===== src/design/sbs_pkg.sv =====
// Package of constants and carrier types for the statistics report block
// ==========================================================================
// Summary of operation
// Command byte 16H decodes as the statistics report or clear request.
// Host sets the adapter identifier field to FFH for this board-control request.
// Command identifier is unique and is returned with the completion.
// Address modifier from the parameter block drives writes; unused when clearing.
// Structure is written from the supplied memory address; unused when clearing.
// Clear option zeroes all counters with no transfer; otherwise counters are reported.
// Counters clear only on reset or a clearing command; otherwise they accumulate.
// Format option 0 gives the 8-ID layout, 1 the 16-ID layout.
// Every processed command is counted and reported in word 00H.
// A non-Good status from any device bumps the bad-status counter.
// Every SCSI parity error bumps the parity counter.
// Each selection as a target is counted and reported at 0CH.
// Per-target command counts for 16 IDs; own and unused IDs read zero.
// Per-target count of Queue Full statuses.
// Per-target highest number of simultaneously queued commands.
// Header words end in reserved 1CH; per-target entries end in reserved D0H.
// Host puts address at 08H, command and options at 10H, zeroes reserved words.
// Counters are 32 bits and wrap silently on overflow.
// Clear option is options bit 0, format option bit 1; other bits ignored.
package sbs_pkg;
    // ======================================================================
    // Command decode
    localparam logic [7:0] SBS_CMD_CODE = 8'h16;
    localparam logic [7:0] SBS_ADAPTER_ID = 8'hff;
    localparam int SBS_OPT_WIPE_BIT = 0;
    localparam int SBS_OPT_SPAN_BIT = 1;
    // ======================================================================
    // Structure layout, byte offsets
    localparam logic [7:0] SBS_OFS_TOTAL = 8'h00;
    localparam logic [7:0] SBS_OFS_BAD = 8'h04;
    localparam logic [7:0] SBS_OFS_PARITY = 8'h08;
    localparam logic [7:0] SBS_OFS_TSEL = 8'h0c;
    localparam logic [7:0] SBS_OFS_HDR_RSV = 8'h1c;
    localparam logic [7:0] SBS_OFS_TGT_BASE = 8'h20;
    localparam logic [7:0] SBS_OFS_LAST_RSV = 8'hd0;
    localparam int SBS_HDR_WORDS = 8;
    localparam int SBS_TGT_WORDS = 4;
    localparam int SBS_NUM_IDS = 16;
    localparam int SBS_LEGACY_IDS = 8;
    localparam logic [31:0] SBS_CNT_RESET = 32'h0000_0000;
    localparam logic [5:0] SBS_WORDS_16 = 6'h28;
    localparam logic [5:0] SBS_WORDS_8 = 6'h18;
    localparam logic [5:0] SBS_LAST_16 = 6'h34;

    // ======================================================================
    // Carrier types
    typedef struct packed {
        logic [31:0] cmd_id;
        logic [5:0] addr_mod;
        logic [31:0] mem_addr;
        logic [7:0] cmd_code;
        logic [7:0] options;
    } sbs_req_t;

    typedef struct packed {
        logic valid;
        logic [5:0] addr_mod;
        logic [31:0] addr;
        logic [31:0] data;
    } sbs_wr_t;

    typedef struct packed {
        logic cmd_done;
        logic bad_status;
        logic parity_err;
        logic target_sel;
        logic tgt_cmd;
        logic [3:0] tgt_cmd_id;
        logic queue_full;
        logic [3:0] qf_id;
        logic depth_upd;
        logic [3:0] depth_id;
        logic [31:0] depth;
    } sbs_evt_t;

    typedef enum logic [1:0] {
        SBS_IDLE,
        SBS_WIPE,
        SBS_SEND,
        SBS_DONE
    } sbs_state_t;
endpackage : sbs_pkg


===== src/design/sbs_cnt_mem.sv =====
// Per-target counter memory: one word per target and field, registered read
`timescale 1ns/1ps
`default_nettype none
module sbs_cnt_mem
    import sbs_pkg::*;
#(
    parameter int DEPTH = 48,
    parameter int AW = 6
)(
    input wire logic clock_in,
    input wire logic rst_in,
    input wire logic wipe_in,
    input wire logic [AW-1:0] wr_addr_in,
    input wire logic wr_en_in,
    input wire logic [31:0] wr_data_in,
    input wire logic [AW-1:0] rd_addr_in,
    output logic [31:0] rd_data_out
);
    logic [31:0] mem_r [DEPTH];
    logic [31:0] rd_r;

    // ======================================================================
    // Storage; a wipe zeroes every word in one edge so no clear pass is needed
    always_ff @(posedge clock_in or posedge rst_in)
    begin
        if (rst_in)
        begin
            for (int i = 0; i < DEPTH; i++)
                mem_r[i] <= SBS_CNT_RESET;
            rd_r <= SBS_CNT_RESET;
        end
        else
        begin
            if (wipe_in)
            begin
                for (int i = 0; i < DEPTH; i++)
                    mem_r[i] <= SBS_CNT_RESET;
            end
            else if (wr_en_in)
                mem_r[wr_addr_in] <= wr_data_in;
            rd_r <= mem_r[rd_addr_in];
        end
    end

    assign rd_data_out = rd_r;
endmodule : sbs_cnt_mem
`default_nettype wire


===== src/design/sbs_stats_report.sv =====
// Statistics report and clear engine with counters and memory write port
`timescale 1ns/1ps
`default_nettype none
module sbs_stats_report
    import sbs_pkg::*;
(
    input wire logic clock_in,
    input wire logic rst_in,
    input wire logic [3:0] own_id_in,
    input wire logic [15:0] id_used_in,
    input wire logic req_valid_in,
    input wire sbs_req_t req_in,
    output logic req_ready_out,
    input wire sbs_evt_t evt_in,
    output sbs_wr_t wr_out,
    input wire logic wr_ready_in,
    output logic done_out,
    output logic [31:0] done_id_out,
    output logic done_wiped_out
);
    // ======================================================================
    // Whole block state in one packed struct
    typedef struct packed {
        sbs_state_t st;
        logic [31:0] total;
        logic [31:0] bad;
        logic [31:0] parity;
        logic [31:0] tsel;
        logic [31:0] cmd_id;
        logic [5:0] addr_mod;
        logic [31:0] base;
        logic span16;
        logic [5:0] word;
        logic [5:0] last;
        logic rd_pend;
        sbs_wr_t wr;
        logic done;
        logic wiped;
        logic [1:0] upd_ph;
        logic [5:0] upd_addr;
        logic [31:0] depth;
        logic [1:0] upd_kind;
    } sbs_state_all_t;

    sbs_state_all_t state_r;
    sbs_state_all_t state_nxt;

    logic mem_wipe;
    logic mem_we;
    logic [5:0] mem_waddr;
    logic [31:0] mem_wdata;
    logic [5:0] mem_raddr;
    logic [31:0] mem_rdata;

    // Map a target and field to a memory word (field 0 cmd, 1 qfull, 2 max)
    function automatic logic [5:0] sbs_slot(input logic [3:0] id, input logic [1:0] fld);
        sbs_slot = {fld, id};
    endfunction : sbs_slot

    // Decode of a header word index to a counter value
    function automatic logic [31:0] sbs_hdr_word(input sbs_state_all_t s, input logic [5:0] w);
        unique case (w[2:0])
            3'd0: sbs_hdr_word = s.total;
            3'd1: sbs_hdr_word = s.bad;
            3'd2: sbs_hdr_word = s.parity;
            3'd3: sbs_hdr_word = s.tsel;
            default: sbs_hdr_word = SBS_CNT_RESET;
        endcase
    endfunction : sbs_hdr_word

    // ======================================================================
    // Per-target memory
    sbs_cnt_mem #(
        .DEPTH(48),
        .AW(6)
    ) u_mem (
        .clock_in(clock_in),
        .rst_in(rst_in),
        .wipe_in(mem_wipe),
        .wr_addr_in(mem_waddr),
        .wr_en_in(mem_we),
        .wr_data_in(mem_wdata),
        .rd_addr_in(mem_raddr),
        .rd_data_out(mem_rdata)
    );

    logic is_cmd;
    logic [3:0] tid;
    logic [1:0] tfld;
    logic tgt_word;

    // ======================================================================
    // Next-state logic
    always_comb
    begin
        state_nxt = state_r;
        state_nxt.done = 1'b0;
        mem_wipe = 1'b0;
        mem_we = 1'b0;
        mem_waddr = state_r.upd_addr;
        mem_wdata = mem_rdata + 32'h0000_0001;
        mem_raddr = state_r.upd_addr;
        is_cmd = req_in.cmd_code == SBS_CMD_CODE;
        // Entry k of the per-target area: word index minus header, four words each
        tid = 4'((state_r.word - 6'(SBS_HDR_WORDS)) >> 2);
        tfld = 2'(state_r.word - 6'(SBS_HDR_WORDS));
        tgt_word = state_r.word >= 6'(SBS_HDR_WORDS);

        // Scalar counters accumulate between clears
        if (evt_in.cmd_done)
            state_nxt.total = state_r.total + 32'h0000_0001;
        if (evt_in.bad_status)
            state_nxt.bad = state_r.bad + 32'h0000_0001;
        if (evt_in.parity_err)
            state_nxt.parity = state_r.parity + 32'h0000_0001;
        if (evt_in.target_sel)
            state_nxt.tsel = state_r.tsel + 32'h0000_0001;

        // Per-target read-modify-write, one event at a time, two-cycle phase
        unique case (state_r.upd_ph)
            2'd0:
            begin
                if (state_r.st == SBS_IDLE || state_r.st == SBS_DONE)
                begin
                    if (evt_in.tgt_cmd && evt_in.tgt_cmd_id != own_id_in)
                    begin
                        state_nxt.upd_addr = sbs_slot(evt_in.tgt_cmd_id, 2'd0);
                        state_nxt.upd_kind = 2'd0;
                        state_nxt.upd_ph = 2'd1;
                    end
                    else if (evt_in.queue_full)
                    begin
                        state_nxt.upd_addr = sbs_slot(evt_in.qf_id, 2'd1);
                        state_nxt.upd_kind = 2'd1;
                        state_nxt.upd_ph = 2'd1;
                    end
                    else if (evt_in.depth_upd)
                    begin
                        state_nxt.upd_addr = sbs_slot(evt_in.depth_id, 2'd2);
                        state_nxt.upd_kind = 2'd2;
                        state_nxt.depth = evt_in.depth;
                        state_nxt.upd_ph = 2'd1;
                    end
                end
            end
            2'd1:
                state_nxt.upd_ph = 2'd2;
            2'd2:
            begin
                mem_we = 1'b1;
                if (state_r.upd_kind == 2'd2)
                    mem_wdata = (state_r.depth > mem_rdata) ? state_r.depth : mem_rdata;
                state_nxt.upd_ph = 2'd0;
            end
            default:
                state_nxt.upd_ph = 2'd0;
        endcase

        // Command sequencing
        unique case (state_r.st)
            SBS_IDLE, SBS_DONE:
            begin
                state_nxt.st = SBS_IDLE;
                if (req_valid_in && is_cmd && state_r.upd_ph == 2'd0)
                begin
                    state_nxt.cmd_id = req_in.cmd_id;
                    state_nxt.addr_mod = req_in.addr_mod;
                    state_nxt.base = req_in.mem_addr;
                    state_nxt.span16 = req_in.options[SBS_OPT_SPAN_BIT];
                    state_nxt.word = 6'h00;
                    state_nxt.last = req_in.options[SBS_OPT_SPAN_BIT] ? SBS_LAST_16 : 6'(SBS_WORDS_8 - 6'h01);
                    state_nxt.rd_pend = 1'b0;
                    state_nxt.upd_ph = 2'd3; // Blocks new target updates while busy
                    if (req_in.options[SBS_OPT_WIPE_BIT])
                        state_nxt.st = SBS_WIPE;
                    else
                        state_nxt.st = SBS_SEND;
                end
            end
            SBS_WIPE:
            begin
                mem_wipe = 1'b1;
                state_nxt.total = SBS_CNT_RESET;
                state_nxt.bad = SBS_CNT_RESET;
                state_nxt.parity = SBS_CNT_RESET;
                state_nxt.tsel = SBS_CNT_RESET;
                state_nxt.wiped = 1'b1;
                state_nxt.done = 1'b1;
                state_nxt.upd_ph = 2'd0;
                state_nxt.st = SBS_DONE;
            end
            SBS_SEND:
            begin
                state_nxt.upd_ph = 2'd3;
                mem_raddr = sbs_slot(tid, tfld);
                if (!state_r.wr.valid || wr_ready_in)
                begin
                    state_nxt.wr.valid = 1'b0;
                    if (tgt_word && tfld != 2'd3 && !state_r.rd_pend)
                        state_nxt.rd_pend = 1'b1; // Wait one cycle for memory read
                    else if (state_r.word > state_r.last)
                    begin
                        state_nxt.wiped = 1'b0;
                        state_nxt.done = 1'b1;
                        state_nxt.upd_ph = 2'd0;
                        state_nxt.st = SBS_DONE;
                    end
                    else
                    begin
                        state_nxt.rd_pend = 1'b0;
                        state_nxt.wr.valid = 1'b1;
                        state_nxt.wr.addr_mod = state_r.addr_mod;
                        state_nxt.wr.addr = state_r.base + {24'h00_0000, state_r.word, 2'b00};
                        if (!tgt_word)
                            state_nxt.wr.data = sbs_hdr_word(state_r, state_r.word);
                        // Final word of either layout is the closing reserved word
                        else if (tfld == 2'd3 || state_r.word == state_r.last
                            || (tfld == 2'd0 && (tid == own_id_in || !id_used_in[tid])))
                            state_nxt.wr.data = SBS_CNT_RESET;
                        else
                            state_nxt.wr.data = mem_rdata;
                        state_nxt.word = state_r.word + 6'h01;
                    end
                end
            end
            default:
                state_nxt.st = SBS_IDLE;
        endcase
    end

    // ======================================================================
    // State register
    always_ff @(posedge clock_in or posedge rst_in)
    begin
        if (rst_in)
            state_r <= '0;
        else
            state_r <= state_nxt;
    end

    // Ready only when no per-target update is in flight; per-target events that arrive during a report are dropped
    assign req_ready_out = (state_r.st == SBS_IDLE || state_r.st == SBS_DONE) && state_r.upd_ph == 2'd0;
    assign wr_out = state_r.wr;
    assign done_out = state_r.done;
    assign done_id_out = state_r.cmd_id;
    assign done_wiped_out = state_r.wiped;
endmodule : sbs_stats_report
`default_nettype wire


===== config.mk =====
export PLATFORM = sky130hd
export DESIGN_NAME = sbs_stats_report
export DESIGN_NICKNAME = d
export VERILOG_FILES = /design/src/design/sbs_pkg.sv /design/src/design/sbs_cnt_mem.sv /design/src/design/sbs_stats_report.sv
export SDC_FILE = /design/constraint.sdc
export NUM_CORES = 2
export LEC_CHECK = 0
export BUFFER_PORTS_ARGS = -buffer_cell sky130_fd_sc_hd__buf_2
export CELL_PAD_IN_SITES_DETAIL_PLACEMENT = 1
export CELL_PAD_IN_SITES_GLOBAL_PLACEMENT = 2
export CORE_UTILIZATION = 40
export DETAILED_ROUTE_END_ITERATION = 12
export PLACE_DENSITY_LB_ADDON = 0.1
export SYNTH_ARGS = -nofsm -noshare
export SYNTH_HDL_FRONTEND = slang
export SYNTH_SLANG_ARGS = --single-unit

===== constraint.sdc =====
create_clock -name clock_in -period 80.1 [get_ports clock_in]
set_input_delay 16.02 -clock clock_in [delete_from_list [all_inputs] [get_ports clock_in]]
set_output_delay 16.02 -clock clock_in [all_outputs]
set_load 0.03 [all_outputs]

# Word-level counts from Yosys, hierarchy flattened
# Index checks and enable logic that the tools add are counted.
# op_classes
n_bitwise	6
eq_ne	23
mux	54
n_addsub	8
reduce_logical	39
order_cmp	7
# op_table
op	count
$mux W1536	2
$bwmux W1536	1
$mux W32	14
$bmux W32 S6	1
$demux W32 S6	1
$add A32 B1 Y32 const B	5
$mux W128	1
$pmux W32 S4	1
$mux W42	2
$mux W76	1
$mux W75	1
$mux W72	1
$add A32 B8 Y32	1
$gt A32 B32 Y1	1
$mux W6	5
$mux W2	8
$mux W8	2
$ge A7 B7 Y1 const B	2
$not A6 Y7	2
$reduce_bool A2 Y1	7
$mux W13	1
$ne A2 B2 Y1 const B	6
$pmux W2 S3	2
$pmux W6 S2	1
other kinds (34)	68
# word_totals
wordCells	207
input_bits	161
ff_bits	1896
output_inout_bits	106

# Longest topological paths before layout
# logic_depth
depth_word	13
ltp_mapped	14
ltp_nobuf	10

# Modules after synthesis
# A second synthesis with hierarchy kept.
# hier_totals
cells_unflattened	9659
hier_area_um2	91600.4
# modules_own_cells
module	cells_each	area_each_um2	n_inst
sbs_cnt_mem	7749	73399.1	1
sbs_stats_report	1910	18201.2	1

# Worst setup path after synthesis
# OpenSTA, ideal clock, no wires.
# synth_path
path_kind	input -> register
from	in evt_in[48] (netlist name)
to	reg state_r[260] (netlist name)
path_slack_ns	62.105
stages	8
t_arrival_ns	17.863
t_required_ns	79.968
cell_sequence	nand4_1 -> or4_1 -> clkbuf_1 -> or2_2 -> nor3_1 -> nand3_1 -> xor2_1 -> nor2_1
# synth_between
elab_chain_cells	1
# synth_rtl
element	line	text
start, declared	sbs_stats_report.sv:14	input wire sbs_evt_t evt_in,
$reduce_bool A2 Y1 (no source line)	n/a	
end signal, assigned	sbs_stats_report.sv:238	state_r <= state_nxt;
end, declared	sbs_stats_report.sv:45	sbs_state_all_t state_r;
# Every way passes these cells.
# A chain may end at the register's enable or synchronous reset.

==> summary.txt <==
Placed design
  – Placed Area: 92,100 um^2
  – Number of port buffers: 260
  – Detailed Place HPWL: 209 mm
  – Placed insts: 11,700
  – Routability congestion estimate: 0.863

Global routing
  – Grt ovf: 0
  – Met2 Use GR: 0.468
  – GR Util All Layers: 0.307
  – Grt peak-use layer: met2
  – Largest net degree at the start of global routing: 161
  – First-pass GRT wire length: 516 mm
  – Vias in the first global route: 76,400
  – Grt met3 use: 0.0500
  – Met1 Usage GRT: 0.434
  – Initial antenna violation count: 9

Drt
  – Initial DRT Pass Iterations: 8
  – 1st-iter DRT viols: 6,519
  – Avg WL per Cell: 28.3 um
  – DRC viols: 0
  – Via Count: 74,000
  – Overall routed net length: 343 mm
  – Via/cell ratio: 6.10
  – Number of routed nets with antenna violations: 0

Final layout
  – Fin area: 99,400 um^2
  – Highest-count cells in the layout ignoring fill and taps: 2,341 x nand2_1, 1,891 x dfrtp_1, 868 x o21ai_0, 860 x a22o_1, 549 x nand3_1
  – Final Non-Filler Cells: 12,100
  – Most common cell after layout, fill and taps aside: nand2_1
  – NumNets Final: 9,291
  – Fin util: 0.453
  – Area Overhead vs Synth: 12.7%
  – Share of layout cells above drive strength 1: 0.122

Logic synthesis
  – Biggest area consumer among synthesized cells: dfrtp_1
  – Syn Std Cell Area: 88,200 um^2
  – Most used DFF post-synth: dfrtp_1
  – Synth Area per Inst: 9.51 um^2
  – Ys Warns: 0
  – Distinct cells, synth: 77
  – Ys async rst share: 1.00
  – Synth top area cells: dfrtp_1 54%, nand2_1 10%, a22o_1 8.6%, o21ai_0 4.9%, nand3_1 3.1%
  – Yosys reg bits: 1,891
  – Yosys top cell area share: 0.536
  – Seq/Total Area, Yosys: 0.536
  – Syn_nets: 9,497
  – Post-Synthesis Cells: 9,277
  – Post-synth EDFFs: 0

Clock network
  – Clock Latency Late Sink: 0.88 ns
  – Sink Count: 1,891
  – Number of hold buffers added after cts: 0
  – Post-cts gate resize count: 0
  – Reg clk slew, reported paths: 0.06 ns
  – CTS Buf Count: 215
  – Clk buf depth: 3
  – Root buf cell: clkbuf_16
  – Post-CTS setup buffers: 0
  – TritonCTS clock tree: done
  – CTS H-tree lvls: 4

Die
  – Starting Density: 0.402
  – IO Count: 267
  – Placeable Area: 220,000 um^2
  – Die Wd: 472 um
  – Die height: 472 um
  – # rows: 172
  – Die area: 222,000 um^2

Power and ir drop
  – Peak VDD IR: 0.0318 mV
  – Switch Pwr: 1840 uW
  – Cell Pwr Density: 38.6 nW/um^2
  – Seq pwr share: 0.292
  – Switching part of the total: 0.479
  – Leakage: 0.0440 uW
  – Internal: 2000 uW
  – Combinational Power Share: 0.441
  – Clock power share: 0.267

STA
  – Slew @ Worst Pin: 1.34 ns
  – Final setup vio count: 0
  – RSZ-0062 raised after global routing: false
  – Worst clock skew: 0.0449 ns
  – Slew Viols, Final: 0
  – FMAX: 47.9 MHz
  – Final TNS setup: 0 ns
  – Final hold violations: 0
  – Slew HR: 0.104
  – Fin crit share: 0.261
  – Minimum clock period: 20.89 ns

Flow run
  – Max Cap Violations: 0

Worst setup path
  – Worst EP required: 80.95 ns
  – Element type at the critical path end: asynchronous set/reset pin
  – CP Launch Type: input pin
  – Kind of critical path: in2async
  – CP max FO: 121
  – CP Data Arrival Time: 21.74 ns

Hold path
  – Worst min-delay path class: reg2reg

Run status
  – Status: finished, final reports clean
## registers in the layout, indices dropped and copies added (netlist names)
| register | flops |
|---|---|
| u_mem.mem_r | 1536 |
| state_r | 212 |
| wr_out | 71 |
| done_id_out | 32 |
| u_mem.rd_data_out | 32 |
| mem_waddr | 6 |
| done_out | 1 |
| done_wiped_out | 1 |
## layer usage
metal  wire length, um  vias to the layer above
met3             23100                      546
met2            153000                     2474
li1                  -                    32200
met4             14200                        2
met1            153000                    38800
met5                10                        -
## kinds of logic (layout without fill, tap and decap cells)
logic type	Yosys count	after routing	synth area share
XOR/XNOR	151	151	0.0150
multiplexers	243	243	0.0298
other	0	8	0
AO/OA/AOI/OAI	2352	2352	0.188
adder cells (fa/ha/maj)	59	59	0.00845
AND/OR/NAND/NOR	3596	3596	0.174
buffers and inverters	985	959	0.0483
flip-flops	1891	1891	0.536
## worst paths after layout
path	start	endpoint	slack, ns	cells past startpoint
min	state_r[162]$_DFFE_PP0P_	wr_out[65]$_DFFE_PP0P_	0.46	2
min reg2reg	state_r[162]$_DFFE_PP0P_	wr_out[65]$_DFFE_PP0P_	0.46	2
max	rst_in	u_mem.mem_r[409]$_DFFE_PP0P_	59.21	8
min in group asynchronous	rst_in	done_id_out[5]$_DFFE_PP0P_	15.35	2
max reg2reg	state_r[327]$_DFFE_PP0P_	u_mem.rd_data_out[26]$_DFF_PP0_	73.79	14
max in group clock_in	state_r[327]$_DFFE_PP0P_	req_ready_out	61.39	4
## cell usage after synthesis (all sizes together) (17+ instances only)
master	instances
nand2	2344
dfrtp	1891
o21ai	912
a22o	862
clkbuf	690
nand3	552
buf	230
nor2	223
and3	212
a311oi	186
mux2i	131
a21oi	121
mux2	107
xor2	103
nor3	101
inv	65
a31oi	58
ha	58
xnor2	48
nand4	46
a211oi	40
a221oi	36
or3	24
a31o	23
a32oi	23
and4	18
nor4	17
## cell type report
cell class                      instances  area, um^2
Clock buffer                          331        6610
Clock inverter                         66         729
Inverter                               65         251
Antenna cell                            8        20.0
Sequential cell                      1891       47300
Multi-Input combinational cell       6401       37700
Timing Repair Buffer                  497        3190
Tap cell                             2871        3590
Fill cell                           24300      120000
## critical path, cell delays in order
cell,delay [ns]
buf_2,0.13
inv_8,0.57
buf_4,0.68
buf_4,0.79
buf_4,0.79
buf_4,0.65
buf_4,0.90
buf_4,0.86
## per-stage QoR
step                total power [uW]  worst slack (ns)  hold slack [ns]
global placement                2780             58.26            0.444
floorplan                       2030             10.68            0.433
finish                          3840             59.21            0.462
global route                    3970             58.45            0.481
detailed placement              2800             58.13            0.455
CTS                             3830             59.05            0.457
## power by group through the flow
| stage | Combinational, uW | Clock (uW) | Sequential [uW] |
|---|---|---|---|
| after global placement | 1650 | 0 | 1130 |
| after global routing | 1760 | 1080 | 1130 |
| after detailed placement | 1660 | 0 | 1140 |
| after floorplan | 925 | 0 | 1100 |
| final | 1690 | 1030 | 1120 |
| after CTS | 1670 | 1050 | 1120 |
(Power assumes the default switching activity.)
